$ cat src/rtl/chain_defs.svh
`ifndef CHAIN_DEFS_SVH
`define CHAIN_DEFS_SVH

// ****************************************
// Time base
// ****************************************
`define CLK_PERIOD_NS   10
`define MS_PERIOD_NS    1000000
`define HOLD_CW         14

// ****************************************
// Hold times in ms per strap code
// ****************************************
`define HOLD_MS_0       14'd0
`define HOLD_MS_1       14'd80
`define HOLD_MS_2       14'd625
`define HOLD_MS_3       14'd1250
`define HOLD_MS_4       14'd2500
`define HOLD_MS_5       14'd5000
`define HOLD_MS_6       14'd10000
`define HOLD_MS_7       14'd10000

// ****************************************
// Self-test durations in ms
// ****************************************
`define ST_FAST_MS      14'd25
`define ST_SLOW_MS      14'd1000

// ****************************************
// Register map
// ****************************************
`define APB_AW          12
`define REG_CTRL        12'h000
`define REG_STATUS      12'h004
`define REG_HOLD        12'h008
`define CTRL_RESET      3'h0

`endif

$ cat src/rtl/chain_pkg.sv
package chain_pkg;

    // Order follows the {head, base} strap code
    typedef enum logic [1:0] {pos_middle, pos_base, pos_head, pos_single} pos_t;

    typedef enum logic [1:0] {st_idle, st_run, st_done} st_state_t;

endpackage : chain_pkg

$ cat src/rtl/sync2.sv
`timescale 1ns/1ps
`default_nettype none

module sync2 #(
    parameter int W = 1
) (
    input  wire logic         mclk,
    input  wire logic         rst,
    input  wire logic [W-1:0] din,
    output logic      [W-1:0] dout
);

    logic [W-1:0] meta_reg;
    logic [W-1:0] dout_reg;

    always_ff @(posedge mclk)
    begin
        if (rst)
        begin
            meta_reg <= '0;
            dout_reg <= '0;
        end
        else
        begin
            meta_reg <= din;
            dout_reg <= meta_reg;
        end
    end

    assign dout = dout_reg;

endmodule : sync2

`default_nettype wire

$ cat src/rtl/hold_filter.sv
`timescale 1ns/1ps
`default_nettype none

module hold_filter #(
    parameter int CW = 14
) (
    input  wire logic          mclk,
    input  wire logic          rst,
    input  wire logic          ms_tick,
    input  wire logic          cond,
    input  wire logic [CW-1:0] hold_ms,
    output logic               alarm
);

    logic [CW-1:0] cnt_reg;
    logic [CW-1:0] cnt_next;
    logic          alarm_reg;
    logic          alarm_next;
    logic          hit;

    // Saturating count so a long fault never wraps back below the hold
    assign cnt_next   = !cond ? '0 :
                        (ms_tick && cnt_reg != {CW{1'b1}}) ? cnt_reg + 1'b1 : cnt_reg;
    // Strictly past the hold: the first tick can land just after the condition rose
    assign hit        = (hold_ms == '0) || (cnt_reg > hold_ms);
    assign alarm_next = cond && hit;

    always_ff @(posedge mclk)
    begin
        if (rst)
        begin
            cnt_reg   <= '0;
            alarm_reg <= 1'b0;
        end
        else
        begin
            cnt_reg   <= cnt_next;
            alarm_reg <= alarm_next;
        end
    end

    assign alarm = alarm_reg;
endmodule : hold_filter

`default_nettype wire

$ cat src/rtl/cell_alarm_chain_monitor.sv
// Functional notes
// - Two straps decode chain position.
// - Base device takes controller wake and test.
// - Middle takes from-up alarms, forwards requests.
// - Alarms combine own and upstream status.
// - Split mode: independent high, low, heat.
// - Shared mode: any condition drives all three.
// - Alarm only after condition persists hold time.
// - Hold time decoded from three code straps.
// - Low wake means standby, rails off.
// - Wake state forwarded up the chain.
// - Alarm high when alarmed; passed downward.
// - Check rising edge starts self-test, outputs show it.
// - Test drives outputs high; low on pass.
// - Test lasts 25 ms or 1000 ms.
// - Forward test request and start at once.
// - Pass downward needs own and upstream pass.
// - Any failure keeps base outputs high.
// - Slope select picks below or above trip.
// - Split mode test result covers own condition.
//
// The register addresses and the APB slave port were chosen for this implementation.
`timescale 1ns/1ps
`default_nettype none
`include "chain_defs.svh"

module cell_alarm_chain_monitor
    import chain_pkg::*;
#(
    parameter int NCELL      = 6,
    parameter int NTEMP      = 2,
    parameter int MS_CYCLES  = `MS_PERIOD_NS / `CLK_PERIOD_NS
) (
    input  wire logic                 mclk,
    input  wire logic                 rst,
    input  wire logic                 chain_head_strap,
    input  wire logic                 chain_base_strap,
    input  wire logic                 hold_code_b0,
    input  wire logic                 hold_code_b1,
    input  wire logic                 hold_code_b2,
    input  wire logic                 alarm_split_sel,
    input  wire logic                 thermistor_slope_sel,
    input  wire logic                 wake_in,
    input  wire logic                 check_req_in,
    input  wire logic                 high_cell_flag_from_up,
    input  wire logic                 low_cell_flag_from_up,
    input  wire logic                 heat_flag_from_up,
    input  wire logic [NCELL-1:0]     high_cell_cond,
    input  wire logic [NCELL-1:0]     low_cell_cond,
    input  wire logic [NTEMP-1:0]     heat_above_trip,
    output logic                      high_cell_flag_level,
    output logic                      low_cell_flag_level,
    output logic                      heat_flag_level,
    output logic                      high_cell_flag_sink_dn,
    output logic                      low_cell_flag_sink_dn,
    output logic                      heat_flag_sink_dn,
    output logic                      wake_fwd_out,
    output logic                      check_req_fwd,
    output logic                      rail_enable,
    input  wire logic                 psel,
    input  wire logic                 penable,
    input  wire logic                 pwrite,
    input  wire logic [`APB_AW-1:0]   paddr,
    input  wire logic [31:0]          pwdata,
    output logic      [31:0]          prdata,
    output logic                      pready,
    output logic                      pslverr
);

    localparam int CW = `HOLD_CW;

    // ****************************************
    // Pin synchronisers
    // ****************************************
    logic [11:0] pin_s;
    logic        head_s;
    logic        base_s;
    logic [2:0]  code_s;
    logic        split_s;
    logic        slope_s;
    logic        wake_s;
    logic        chk_s;
    logic [2:0]  up_s;

    sync2 #(.W(12)) u_pin_sync (
        .mclk (mclk),
        .rst  (rst),
        .din  ({chain_head_strap, chain_base_strap, hold_code_b2, hold_code_b1,
                hold_code_b0, alarm_split_sel, thermistor_slope_sel, wake_in,
                check_req_in, heat_flag_from_up, low_cell_flag_from_up,
                high_cell_flag_from_up}),
        .dout (pin_s)
    );

    assign head_s  = pin_s[11];
    assign base_s  = pin_s[10];
    assign code_s  = {pin_s[7], pin_s[8], pin_s[9]};
    assign split_s = pin_s[6];
    assign slope_s = pin_s[5];
    assign wake_s  = pin_s[4];
    assign chk_s   = pin_s[3];
    assign up_s    = pin_s[2:0];

    // ****************************************
    // Position and hold decode
    // ****************************************
    pos_t          pos_reg;
    pos_t          pos_next;
    logic [CW-1:0] hold_ms_reg;
    logic [CW-1:0] hold_ms_next;
    logic          up_ignored;

    assign pos_next = pos_t'({head_s, base_s});
    assign up_ignored = (pos_reg == pos_head) || (pos_reg == pos_single);

    // Code 111 is not for board use; it falls back to the longest hold
    assign hold_ms_next = (code_s == 3'h0) ? `HOLD_MS_0 :
                          (code_s == 3'h1) ? `HOLD_MS_1 :
                          (code_s == 3'h2) ? `HOLD_MS_2 :
                          (code_s == 3'h3) ? `HOLD_MS_3 :
                          (code_s == 3'h4) ? `HOLD_MS_4 :
                          (code_s == 3'h5) ? `HOLD_MS_5 :
                          (code_s == 3'h6) ? `HOLD_MS_6 : `HOLD_MS_7;

    always_ff @(posedge mclk)
    begin
        if (rst)
        begin
            pos_reg     <= pos_single;
            hold_ms_reg <= `HOLD_MS_0;
        end
        else
        begin
            pos_reg     <= pos_next;
            hold_ms_reg <= hold_ms_next;
        end
    end

    // ****************************************
    // Millisecond time base
    // ****************************************
    logic [31:0] div_reg;
    logic        ms_tick;

    assign ms_tick = (div_reg == 32'(MS_CYCLES - 1));

    always_ff @(posedge mclk)
    begin
        if (rst || ms_tick)
            div_reg <= '0;
        else
            div_reg <= div_reg + 32'h1;
    end

    // ****************************************
    // Conditions and hold filters
    // ****************************************
    logic [NTEMP-1:0] heat_hit;
    logic [2:0]       cond_vec;
    logic [2:0]       own_alarm;
    logic [2:0]       up_eff;

    assign heat_hit = slope_s ? heat_above_trip : ~heat_above_trip;
    // Standby clears every filter so no stale alarm survives wake-up
    assign cond_vec = {|heat_hit, |low_cell_cond, |high_cell_cond} & {3{wake_s}};
    assign up_eff   = up_ignored ? 3'h0 : up_s;

    genvar gi;
    generate
        for (gi = 0; gi < 3; gi++)
        begin : g_filt
            hold_filter #(.CW(CW)) u_filt (
                .mclk    (mclk),
                .rst     (rst),
                .ms_tick (ms_tick),
                .cond    (cond_vec[gi]),
                .hold_ms (hold_ms_reg),
                .alarm   (own_alarm[gi])
            );
        end
    endgenerate

    // ****************************************
    // Self-test sequencer
    // ****************************************
    st_state_t     st_reg;
    st_state_t     st_next;
    logic [CW-1:0] st_ms_reg;
    logic [CW-1:0] st_ms_next;
    logic [CW-1:0] test_len;
    logic [2:0]    seen_reg;
    logic [2:0]    seen_next;
    logic          chk_d_reg;
    logic          chk_rise;
    logic [2:0]    ctrl_reg;

    assign chk_rise = chk_s && !chk_d_reg && wake_s;
    // The slow test is used whenever the strapped hold is not 0 ms
    assign test_len = (hold_ms_reg == `HOLD_MS_0) ? `ST_FAST_MS : `ST_SLOW_MS;

    always_comb
    begin
        st_next    = st_reg;
        st_ms_next = st_ms_reg;
        seen_next  = seen_reg;
        case (st_reg)
            st_idle:
            begin
                if (chk_rise)
                begin
                    st_next    = st_run;
                    st_ms_next = '0;
                    seen_next  = cond_vec;
                end
            end
            st_run:
            begin
                seen_next = seen_reg | cond_vec;
                if (ms_tick)
                    st_ms_next = st_ms_reg + 1'b1;
                if (st_ms_reg >= test_len)
                    st_next = st_done;
                if (!chk_s)
                    st_next = st_idle;
            end
            st_done:
            begin
                if (!chk_s)
                    st_next = st_idle;
            end
            default:
                st_next = st_idle;
        endcase
        if (!wake_s)
            st_next = st_idle;
    end

    always_ff @(posedge mclk)
    begin
        if (rst)
        begin
            st_reg    <= st_idle;
            st_ms_reg <= '0;
            seen_reg  <= 3'h0;
            chk_d_reg <= 1'b0;
        end
        else
        begin
            st_reg    <= st_next;
            st_ms_reg <= st_ms_next;
            seen_reg  <= seen_next;
            chk_d_reg <= chk_s;
        end
    end

    // ****************************************
    // Output combining
    // ****************************************
    logic [2:0] own_pass;
    logic [2:0] pass_all;
    logic [2:0] norm_out;
    logic [2:0] test_out;
    logic [2:0] lvl_next;
    logic [2:0] lvl_reg;
    logic [2:0] sink_reg;
    logic       wake_fwd_reg;
    logic       chk_fwd_reg;
    logic       rail_reg;

    // A fault injected from software, or a live condition, fails the test
    assign own_pass = ~(seen_reg | ctrl_reg);
    assign pass_all = split_s ? (own_pass & ~up_eff)
                              : {3{&own_pass && !(|up_eff)}};
    assign norm_out = split_s ? (own_alarm | up_eff)
                              : {3{|own_alarm || |up_eff}};
    assign test_out = (st_reg == st_run) ? 3'h7 : ~pass_all;
    assign lvl_next = !wake_s ? 3'h0 :
                      (st_reg != st_idle) ? test_out : norm_out;

    always_ff @(posedge mclk)
    begin
        if (rst)
        begin
            lvl_reg      <= 3'h0;
            sink_reg     <= 3'h0;
            wake_fwd_reg <= 1'b0;
            chk_fwd_reg  <= 1'b0;
            rail_reg     <= 1'b0;
        end
        else
        begin
            lvl_reg      <= lvl_next;
            sink_reg     <= lvl_next;
            wake_fwd_reg <= wake_s;
            chk_fwd_reg  <= chk_s && wake_s;
            rail_reg     <= wake_s;
        end
    end

    assign high_cell_flag_level   = lvl_reg[0];
    assign low_cell_flag_level    = lvl_reg[1];
    assign heat_flag_level        = lvl_reg[2];
    assign high_cell_flag_sink_dn = sink_reg[0];
    assign low_cell_flag_sink_dn  = sink_reg[1];
    assign heat_flag_sink_dn      = sink_reg[2];
    assign wake_fwd_out           = wake_fwd_reg;
    assign check_req_fwd          = chk_fwd_reg;
    assign rail_enable            = rail_reg;

    // ****************************************
    // APB slave
    // ****************************************
    logic        apb_acc;
    logic        apb_fin;
    logic        hit_ctrl;
    logic        hit_stat;
    logic        hit_hold;
    logic        hit_any;
    logic [31:0] rd_mux;
    logic [31:0] stat_word;
    logic [31:0] prdata_reg;
    logic        pready_reg;
    logic        pslverr_reg;

    // One wait state: pready rises in the second access cycle
    assign apb_acc   = psel && penable && !pready_reg;
    assign apb_fin   = psel && penable && pready_reg;
    assign hit_ctrl  = (paddr == `REG_CTRL);
    assign hit_stat  = (paddr == `REG_STATUS);
    assign hit_hold  = (paddr == `REG_HOLD);
    assign hit_any   = hit_ctrl || hit_stat || hit_hold;
    assign stat_word = {18'h0, st_reg, seen_reg, lvl_reg, own_alarm, wake_s, pos_reg};
    assign rd_mux    = hit_ctrl ? {29'h0, ctrl_reg} :
                       hit_stat ? stat_word :
                       hit_hold ? {18'h0, hold_ms_reg} : 32'h0;

    always_ff @(posedge mclk)
    begin
        if (rst)
        begin
            pready_reg  <= 1'b0;
            pslverr_reg <= 1'b0;
            prdata_reg  <= 32'h0;
            ctrl_reg    <= `CTRL_RESET;
        end
        else
        begin
            pready_reg  <= apb_acc;
            pslverr_reg <= apb_acc && !hit_any;
            prdata_reg  <= (apb_acc && !pwrite) ? rd_mux : 32'h0;
            if (apb_fin && pwrite && hit_ctrl)
                ctrl_reg <= pwdata[2:0];
        end
    end

    assign prdata  = prdata_reg;
    assign pready  = pready_reg;
    assign pslverr = pslverr_reg;
endmodule : cell_alarm_chain_monitor

`default_nettype wire

$ cat config.mk
export PLATFORM = sky130hd
export DESIGN_NAME = cell_alarm_chain_monitor
export DESIGN_NICKNAME = d
export VERILOG_FILES = /design/src/rtl/chain_pkg.sv /design/src/rtl/sync2.sv /design/src/rtl/hold_filter.sv /design/src/rtl/cell_alarm_chain_monitor.sv
export VERILOG_INCLUDE_DIRS = /design/src /design/src/rtl
export SDC_FILE = /design/constraint.sdc
export NUM_CORES = 1
export LEC_CHECK = 0
export ABC_AREA = 0
export BUFFER_PORTS_ARGS = -buffer_cell sky130_fd_sc_hd__buf_4
export CORE_AREA = 2 2 155 157
export CTS_CLUSTER_DIAMETER = 80
export DETAILED_ROUTE_END_ITERATION = 16
export DIE_AREA = 0 0 157 159
export GPL_TIMING_DRIVEN = 0
export PLACE_DENSITY_LB_ADDON = 0.05
export SETUP_SLACK_MARGIN = 0.15
export SYNTH_ARGS = -nofsm -noshare
export SYNTH_HDL_FRONTEND = slang
export SYNTH_SLANG_ARGS = --single-unit
$ cat constraint.sdc
create_clock -name mclk -period 2.31 [get_ports mclk]
set_input_delay 0.1155 -clock mclk [delete_from_list [all_inputs] [get_ports mclk]]
set_output_delay 0.1155 -clock mclk [all_outputs]
set_load 0.01 [all_outputs]
==> flow_summary.yaml, run 1 <==
layout:
  drive_gt1_share_pct: 26.6
  final_common_cell: "dfxtp_1"
  nNetsFinal: 1235
  final_cell_mix: "135 x dfxtp_1, 128 x buf_4, 98 x nor2_1"
  final_cells: 1436
  final_util_pct: 46.9
  largest_reg_flops: 42
  antenna_cells: 0
  syn_to_final_growth_pct: 34.6
  fillers: 2312
timing:
  setup_viol: 0
  slew_viol_final: 0
  tightest_slew_ps: 1060
  min_period_ps: 2220
  hold_viol_final: 0
  tns_ps: 0
  period_share_pct: 96.0
  rsz0062_at_grt: "yes"
  slew_headroom_pct: 29.2
  clock_skew_ps: 8.55
  max_freq_ghz: 0.451
floorplan:
  die-area_um2: 25000
  start_util_pct: 34.9
  core_um2: 23200
  num_io_pins: 118
  num_rows: 56
  die-width_um: 157
  die_h_um: 159
global_routing:
  grt_pass1_wl_um: 36700
  track_usage_pct: 18.5
  grt_pass1_vias: 6908
  grt_max_degree: 17
  globalRouteOverflowTotal: 0
  antenna_found_initial: 0
clocking:
  cts.path.max_buffers: 2
  path_clk_slew_ps: 70
  clk_latency_ps: 420
  clkSinkCount: 159
  cts_root_buffer: "clkbuf_16"
  cts_tree: "built"
  cts_buffers: 17
  h-tree-depth: 4
drt:
  dr.pass1.iters: 4
  drc: 0
  wl_per_cell_um: 16.5
  routed_via_density: 5.05
  routed_wl_um: 23600
  drt_iter0_drc: 258
  ant_nets: 0
  via_count: 7250
yosys:
  synth_area_um2: 8090
  ys.flop_type: "dfxtp_1"
  syn_inst: 944
  yosysUniqueCellTypes: 57
  async_reset_ff_share_pct: 0
  yosys_warnings: 0
  synth_edf_count: 0
  synth_seq_cells: 159
  synth_seq_area_share_pct: 39.4
  syn-mean-instance-area_um2: 8.56
critical_path:
  crit_type: "reg -> reg"
  r2r_start: "div_reg[21]$_SDFF_PP0_"
  worstRegToRegCells: 7
  cp_max_fo: 8
  crit_path_end_kind: "register"
  worstPathArrival_ps: 2560
  regToRegEndpoint: "g_filt[0].u_filt.cnt_reg[8]$_SDFFE_PP0P_"
  startpoint_type: "register"
  required_ps: 2650
  ff2ff_setup_slack_ps: 90
power_and_ir_drop:
  p_leak_nw: 4.02
  vdd_drop_max_v: 0.000464
  power-per-cell-area_nw_per_um2: 543
hold_path:
  hp-class: "in -> reg"
  hold_path_depth: 4
  holdPathEnd: "pready$_SDFF_PP0_"
  min-delay-start: "penable"
place:
  routabilityCongestion: 0.801
  place_inst: 1348
  place_hpwl_um: 16500
  numPortBuffers: 68
outcome:
  status: "complete, no violations"
flow_run:
  maxCapViolations: 0
## worst max path at each step
stage,startpoint,end,depth (start not counted)
2_1_floorplan,div_reg[0]$_SDFF_PP0_,g_filt[0].u_filt.cnt_reg[10]$_SDFFE_PP0P_,8
3_3_place_gp,div_reg[0]$_SDFF_PP0_,g_filt[0].u_filt.cnt_reg[13]$_SDFFE_PP0P_,6
3_5_place_dp,div_reg[0]$_SDFF_PP0_,g_filt[0].u_filt.cnt_reg[13]$_SDFFE_PP0P_,6
4_1_cts,div_reg[0]$_SDFF_PP0_,g_filt[0].u_filt.cnt_reg[13]$_SDFFE_PP0P_,8
5_1_grt,div_reg[24]$_SDFF_PP0_,g_filt[0].u_filt.cnt_reg[8]$_SDFFE_PP0P_,8
6_report,div_reg[21]$_SDFF_PP0_,g_filt[0].u_filt.cnt_reg[8]$_SDFFE_PP0P_,7
## synthesized netlist by cell type (24+ instances only)
cell,n,area (µm²)
clkbuf_1,32,120
nand3_1,46,230
xnor2_1,24,210
nor2_1,99,372
nand4_1,31,194
ha_1,54,676
nor4_1,31,194
nand2_1,61,229
or4_1,31,233
dfxtp_1,159,3180
a21oi_1,64,320
o31ai_1,25,188
inv_1,33,124
nor2b_1,35,219
## cell families after synthesis
kind of cell / Yosys count / share of synthesized area [%]
other: 1 / 0.0464
buffers and inverters: 96 / 5.82
AOI/OAI and AO/OA: 169 / 13.4
muxes: 11 / 1.36
and+or+nand+nor: 418 / 27.8
xor gates and xnor gates: 36 / 3.90
DFF: 159 / 39.4
adders and majority gates: 54 / 8.36
## metal layers
layer	wire (µm)	global-route usage [%]
met1	11100	24.7
met2	11600	31.4
met3	816	3.05
met4	192	3.96
met5	0	0
## area by class of cell
| class | count | area, µm² | area share, % |
|---|---|---|---|
| multi-input cells | 706 | 5070 | 46.6 |
| well taps | 319 | 399 | 3.67 |
| repair buffers | 126 | 1040 | 9.55 |
| plain buffers | 63 | 469 | 4.31 |
| flip-flops and latches | 159 | 3230 | 29.6 |
| inverters | 33 | 133 | 1.22 |
| clock inverters | 10 | 90.1 | 0.828 |
| clock buffers | 20 | 457 | 4.20 |
## timing repair
action	CTS	global route
cloned	0	4
hold buffers	16	0
hold endpoints to repair	16	0
gates resized for setup	51	145
setup endpoints to repair	88	75
pin swaps	17	53
setup buffers	25	14
## power breakdown
part	internal (mW)	switching, mW
Combinational	0.210	0.215
Clock	1.53	1.16
Sequential	2.77	0.0252
Total	4.51	1.40
## per-stage QoR
step | area, µm² | hold WS, ps | setup WS, ps | power (mW)
global placement | 9090 | 331 | -472 | 3.23
CTS | 10200 | 32.4 | 111 | 5.98
global route | 10900 | 67.7 | 40.9 | 6.15
detailed placement | 9090 | 332 | -468 | 3.23
finish | 10900 | 50.7 | 92.6 | 5.91
floorplan | 8180 | 244 | 162 | 3.09
## worst max-delay path, stage by stage (launching register included)
cell	delay, ps
dfxtp_2	350
nor4_1	280
nand4_1	180
or3_4	370
buf_12	160
buf_8	140
or4_1	510
a21oi_1	150
No activity file was read; power rests on OpenSTA's default activity.
==> run 2: changes to the inputs <==
--- a/config.mk
+++ b/config.mk
@@ -9,10 +9,11 @@
 export ABC_AREA = 0
 export BUFFER_PORTS_ARGS = -buffer_cell sky130_fd_sc_hd__buf_4
 export CORE_AREA = 2 2 155 157
-export CTS_CLUSTER_DIAMETER = 80
+export CTS_CLUSTER_DIAMETER = 40
 export DETAILED_ROUTE_END_ITERATION = 16
 export DIE_AREA = 0 0 157 159
 export GPL_TIMING_DRIVEN = 0
+export MAX_ROUTING_LAYER = met4
 export PLACE_DENSITY_LB_ADDON = 0.05
 export SETUP_SLACK_MARGIN = 0.15
 export SYNTH_ARGS = -nofsm -noshare
==> run 2 against run 1 <==
Effect of this change: register-to-register slack is essentially flat; routed wire length about the same; sequential power about the same; non-clock buffer count stayed put; core utilization is the same; first-iteration DRC count grew 25%; combinational power about the same; worst setup slack worse by 2.4 ps; flip-flop and latch count stayed put; count of clock-buffer cells in the layout did not move; cell area is the same.
==> flow_summary.yaml, run 2 (synthesis gave the netlist of run 1 again) <==
place:
  place_hpwl_um: 16500
  numPortBuffers: 68
  place_inst: 1348
  routabilityCongestion: 0.813
  place_ws_ps: -468
global_routing:
  grt_pass1_vias: 6904
  grt_max_degree: 17
  globalRouteOverflowTotal: 0
  track_usage_pct: 19.1
  antenna_found_initial: 0
  grt_pass1_wl_um: 36700
hold_path:
  hp-class: "in -> reg"
layout:
  syn_to_final_growth_pct: 34.6
  antenna_cells: 0
  largest_reg_flops: 42
  final_common_cell: "dfxtp_1"
  fillers: 2312
  final_util_pct: 46.9
  multiInputGateArea_um2: 5070
  seqCellArea_um2: 3230
  drive_gt1_share_pct: 26.6
  nNetsFinal: 1235
  final_cell_mix: "135 x dfxtp_1, 128 x buf_4, 98 x nor2_1"
  final_cells: 1436
drt:
  routed_wl_um: 23600
  via_count: 7281
  drc: 0
  ant_nets: 0
  dr.pass1.iters: 5
  wl_per_cell_um: 16.4
  routed_via_density: 5.07
  drt_iter0_drc: 322
critical_path:
  crit_path_end_kind: "register"
  worstPathArrival_ps: 2560
  startpoint_type: "register"
  cp_max_fo: 8
  crit_type: "reg -> reg"
  required_ps: 2650
timing:
  fin_ws_ps: 90.2
  tightest_slew_ps: 1070
  hold_viol_final: 0
  fin_hold_ws_ps: 50.7
  min_period_ps: 2220
  rsz0062_at_grt: "yes"
  slew_viol_final: 0
  slew_headroom_pct: 28.1
  max_freq_ghz: 0.450
  setup_viol: 0
  period_share_pct: 96.1
  clock_skew_ps: 9.51
  tns_ps: 0
power_and_ir_drop:
  p_leak_nw: 4.02
  vdd_drop_max_v: 0.000464
  power-per-cell-area_nw_per_um2: 543
floorplan:
  num_io_pins: 118
  num_rows: 56
  die_h_um: 159
  die-width_um: 157
  start_util_pct: 34.9
  die-area_um2: 25000
  core_um2: 23200
clocking:
  h-tree-depth: 4
  path_clk_slew_ps: 70
  cts.path.max_buffers: 2
  clk_latency_ps: 420
  cts_root_buffer: "clkbuf_16"
  cts_buffers: 17
  cts_tree: "built"
  clkSinkCount: 159
outcome:
  status: "complete, no violations"
flow_run:
  maxCapViolations: 0
[run 2: power by group]
part	total [mW]	switching (mW)	internal [mW]	leakage, nW
clock network	2.69	1.16	1.53	0.264
logic	0.425	0.215	0.210	2.46
registers	2.80	0.0253	2.77	1.30
total	5.91	1.40	4.51	4.02
[run 2: what timing repair did]
action	CTS	global route
cloned	0	4
gates resized for setup	51	145
hold buffers	16	0
setup buffers	25	14
hold endpoints to repair	16	0
pin swaps	17	53
endpoints found under the setup margin	88	75
[run 2: cell type report]
| cell class | instances | area share [%] |
|---|---|---|
| clock inverter | 10 | 0.828 |
| clock buffer | 20 | 4.20 |
| timing repair buffer | 126 | 9.55 |
| buffer | 63 | 4.31 |
| multi-input combinational | 706 | 46.6 |
| tap | 319 | 3.67 |
| sequential | 159 | 29.6 |
| inverter | 33 | 1.22 |
[run 2: worst max-delay path, stage by stage (launching register included)]
cell	delay, ps
dfxtp_2	350
nor4_1	280
nand4_1	180
or3_4	370
buf_12	160
buf_8	140
or4_1	510
a21oi_1	150
[run 2: through the flow]
step / cell area [µm²] / power [mW]
after floorplan: 8180 / 3.09
after global placement: 9090 / 3.23
after detailed placement: 9090 / 3.23
after CTS: 10200 / 5.98
after global routing: 10900 / 6.15
final: 10900 / 5.91
[run 2: worst paths after layout]
path	start	endpoint	slack, ps	cells after the start
worst max-delay path	div_reg[21]$_SDFF_PP0_	g_filt[0].u_filt.cnt_reg[8]$_SDFFE_PP0P_	90	7
worst min-delay path	penable	pready$_SDFF_PP0_	50	4
worst max register to register	div_reg[21]$_SDFF_PP0_	g_filt[0].u_filt.cnt_reg[8]$_SDFFE_PP0P_	90	7
worst min register to register	u_pin_sync.dout[10]$_SDFF_PP0_	pos_reg[0]$_SDFF_PP1_	410	1
[run 2: per-layer routing]
layer	up-vias	global-route usage, %	part of all wire, %
met3	13	2.99	3.4
met2	97	31.3	49
met1	3444	24.8	47
met5	-	-	0
li1	3727	-	-
met4	0	3.96	0.67
==> run 3: changes to the inputs <==
--- a/config.mk
+++ b/config.mk
@@ -8,10 +8,10 @@
 export LEC_CHECK = 0
 export ABC_AREA = 0
 export BUFFER_PORTS_ARGS = -buffer_cell sky130_fd_sc_hd__buf_4
-export CORE_AREA = 2 2 155 157
+export CORE_AREA = 2 2 128 130
 export CTS_CLUSTER_DIAMETER = 40
 export DETAILED_ROUTE_END_ITERATION = 16
-export DIE_AREA = 0 0 157 159
+export DIE_AREA = 0 0 130 132
 export GPL_TIMING_DRIVEN = 0
 export MAX_ROUTING_LAYER = met4
 export PLACE_DENSITY_LB_ADDON = 0.05
==> run 3 against run 2 <==
Effect of this change: die area decreased by 31%; global-route usage up 6.3 points; non-clock buffer count down 19; total power is 4.6% higher; hold slack got worse by 4.9 ps; register-to-register slack improved by 50 ps; critical endpoint is now g_filt[2].u_filt.cnt_reg[12]$_SDFFE_PP0P_; highest routed layer unchanged.
==> flow_summary.yaml, run 3 (synthesis gave the netlist of run 1 again) <==
critical_path:
  cp_max_fo: 8
  startpoint_type: "register"
  cp_slowest_cell: "or4b_4"
  required_ps: 2680
  max_stage_delay_ps: 480
  worstPathArrival_ps: 2540
  crit_buf_inv: 2
  critPathTopFamily: "simple AND/OR/NAND/NOR gates"
  crit_type: "reg -> reg"
  crit_path_end_kind: "register"
  crit_chain: "nor4_4 -> nand2_1 -> or3_4 -> buf_12 -> buf_8 -> or4b_4 -> a21oi_2"
drt:
  routed_wl_um: 21400
  drc: 0
  routed_via_density: 5.64
  ant_nets: 0
  wl_per_cell_um: 16.3
  drt_iter0_drc: 423
  via_count: 7408
  dr.pass1.iters: 6
timing:
  slew_viol_final: 0
  max_freq_ghz: 0.461
  setup_viol: 0
  period_share_pct: 93.9
  slew_headroom_pct: 30.9
  min_period_ps: 2170
  fin_ws_ps: 140
  rsz0062_at_grt: "yes"
  clock_skew_ps: 7.93
  hold_viol_final: 0
  tightest_slew_ps: 1030
layout:
  drive_gt1_share_pct: 23.0
  finalInstanceArea_um2: 10500
  syn_to_final_growth_pct: 30.2
  nNetsFinal: 1216
  fillers: 1295
  final_util_pct: 67.0
  antenna_cells: 0
  final_common_cell: "dfxtp_1"
  final_cells: 1314
  largest_reg_flops: 42
  final_cell_mix: "136 x dfxtp_1, 113 x buf_4, 98 x nor2_1"
global_routing:
  track_usage_pct: 25.4
  grt_pass1_wl_um: 33700
  grt_max_degree: 17
  grt_pass1_vias: 6855
  antenna_found_initial: 0
  globalRouteOverflowTotal: 0
outcome:
  status: "complete, no violations"
clocking:
  path_clk_slew_ps: 60
  cts_buffers: 17
  cts_root_buffer: "clkbuf_16"
  clkSinkCount: 159
  h-tree-depth: 4
  clk_latency_ps: 440
  cts.path.max_buffers: 2
  cts_tree: "built"
place:
  routabilityCongestion: 0.874
  numPortBuffers: 68
  place_ws_ps: -283
  place_inst: 1245
  post_dp_cell_area_um2: 8960
  place_hpwl_um: 14600
floorplan:
  num_io_pins: 118
  core_um2: 15700
  die-width_um: 130
  die_h_um: 132
  die-area_um2: 17200
  start_util_pct: 51.5
  num_rows: 46
power_and_ir_drop:
  vdd_drop_max_v: 0.000544
  total_power_mw: 6.18
  power-per-cell-area_nw_per_um2: 588
  p_leak_nw: 3.95
flow_run:
  maxCapViolations: 0
hold_path:
  hp-class: "in -> reg"
-- run 3: worst min-delay path, delay by kind of cell --
kind / cells / cell delay, ps
buffers and inverters: 2 / 150
AND/OR/NAND/NOR: 2 / 160
-- run 3: repair_timing --
action / in CTS / in global routing
setup endpoints to repair: 82 / 80
pin swaps: 7 / 43
buffers inserted: 9 / 13
resized for setup: 34 / 121
hold buffers: 16 / 0
gates cloned: 0 / 1
hold endpoints to repair: 16 / 0
-- run 3: layer usage --
layer	global-route usage [%]	part of all wire, %	up-vias
met5	-	0	-
met4	10.8	2.6	0
met3	4.38	4.3	42
met2	39.2	48	187
met1	32.7	45	3467
li1	-	-	3712
-- run 3: where the power goes --
| group | total, mW | internal (mW) | switching [mW] |
|---|---|---|---|
| sequential | 2.80 | 2.77 | 0.0260 |
| clock | 2.97 | 1.85 | 1.11 |
| combinational | 0.416 | 0.207 | 0.209 |
-- run 3: area by class of cell --
cell class,count,area [µm²],share of cell area [%]
buffer,63,452,4.29
clock buffer,20,457,4.34
clock inverter,10,161,1.53
inverter,33,126,1.20
multi-input combinational,706,4970,47.2
sequential,159,3230,30.7
tap,216,270,2.57
timing repair buffer,107,861,8.18
-- run 3: path summary, 6_finish.rpt --
| check | from | endpoint | slack, ps | cells past startpoint |
|---|---|---|---|---|
| min reg2reg | u_pin_sync.dout[11]$_SDFF_PP0_ | pos_reg[1]$_SDFF_PP1_ | 410 | 1 |
| max reg2reg | div_reg[8]$_SDFF_PP0_ | g_filt[2].u_filt.cnt_reg[12]$_SDFFE_PP0P_ | 140 | 7 |
| min | penable | pready$_SDFF_PP0_ | 50 | 4 |
| max | div_reg[8]$_SDFF_PP0_ | g_filt[2].u_filt.cnt_reg[12]$_SDFFE_PP0P_ | 140 | 7 |
-- run 3: stage by stage --
step / hold WS [ps] / setup TNS (ps)
after CTS: 35.5 / 0
after floorplan: 244 / 0
after detailed placement: 332 / -8560
after global placement: 328 / -8830
after global routing: 91.8 / 0
final: 45.8 / 0
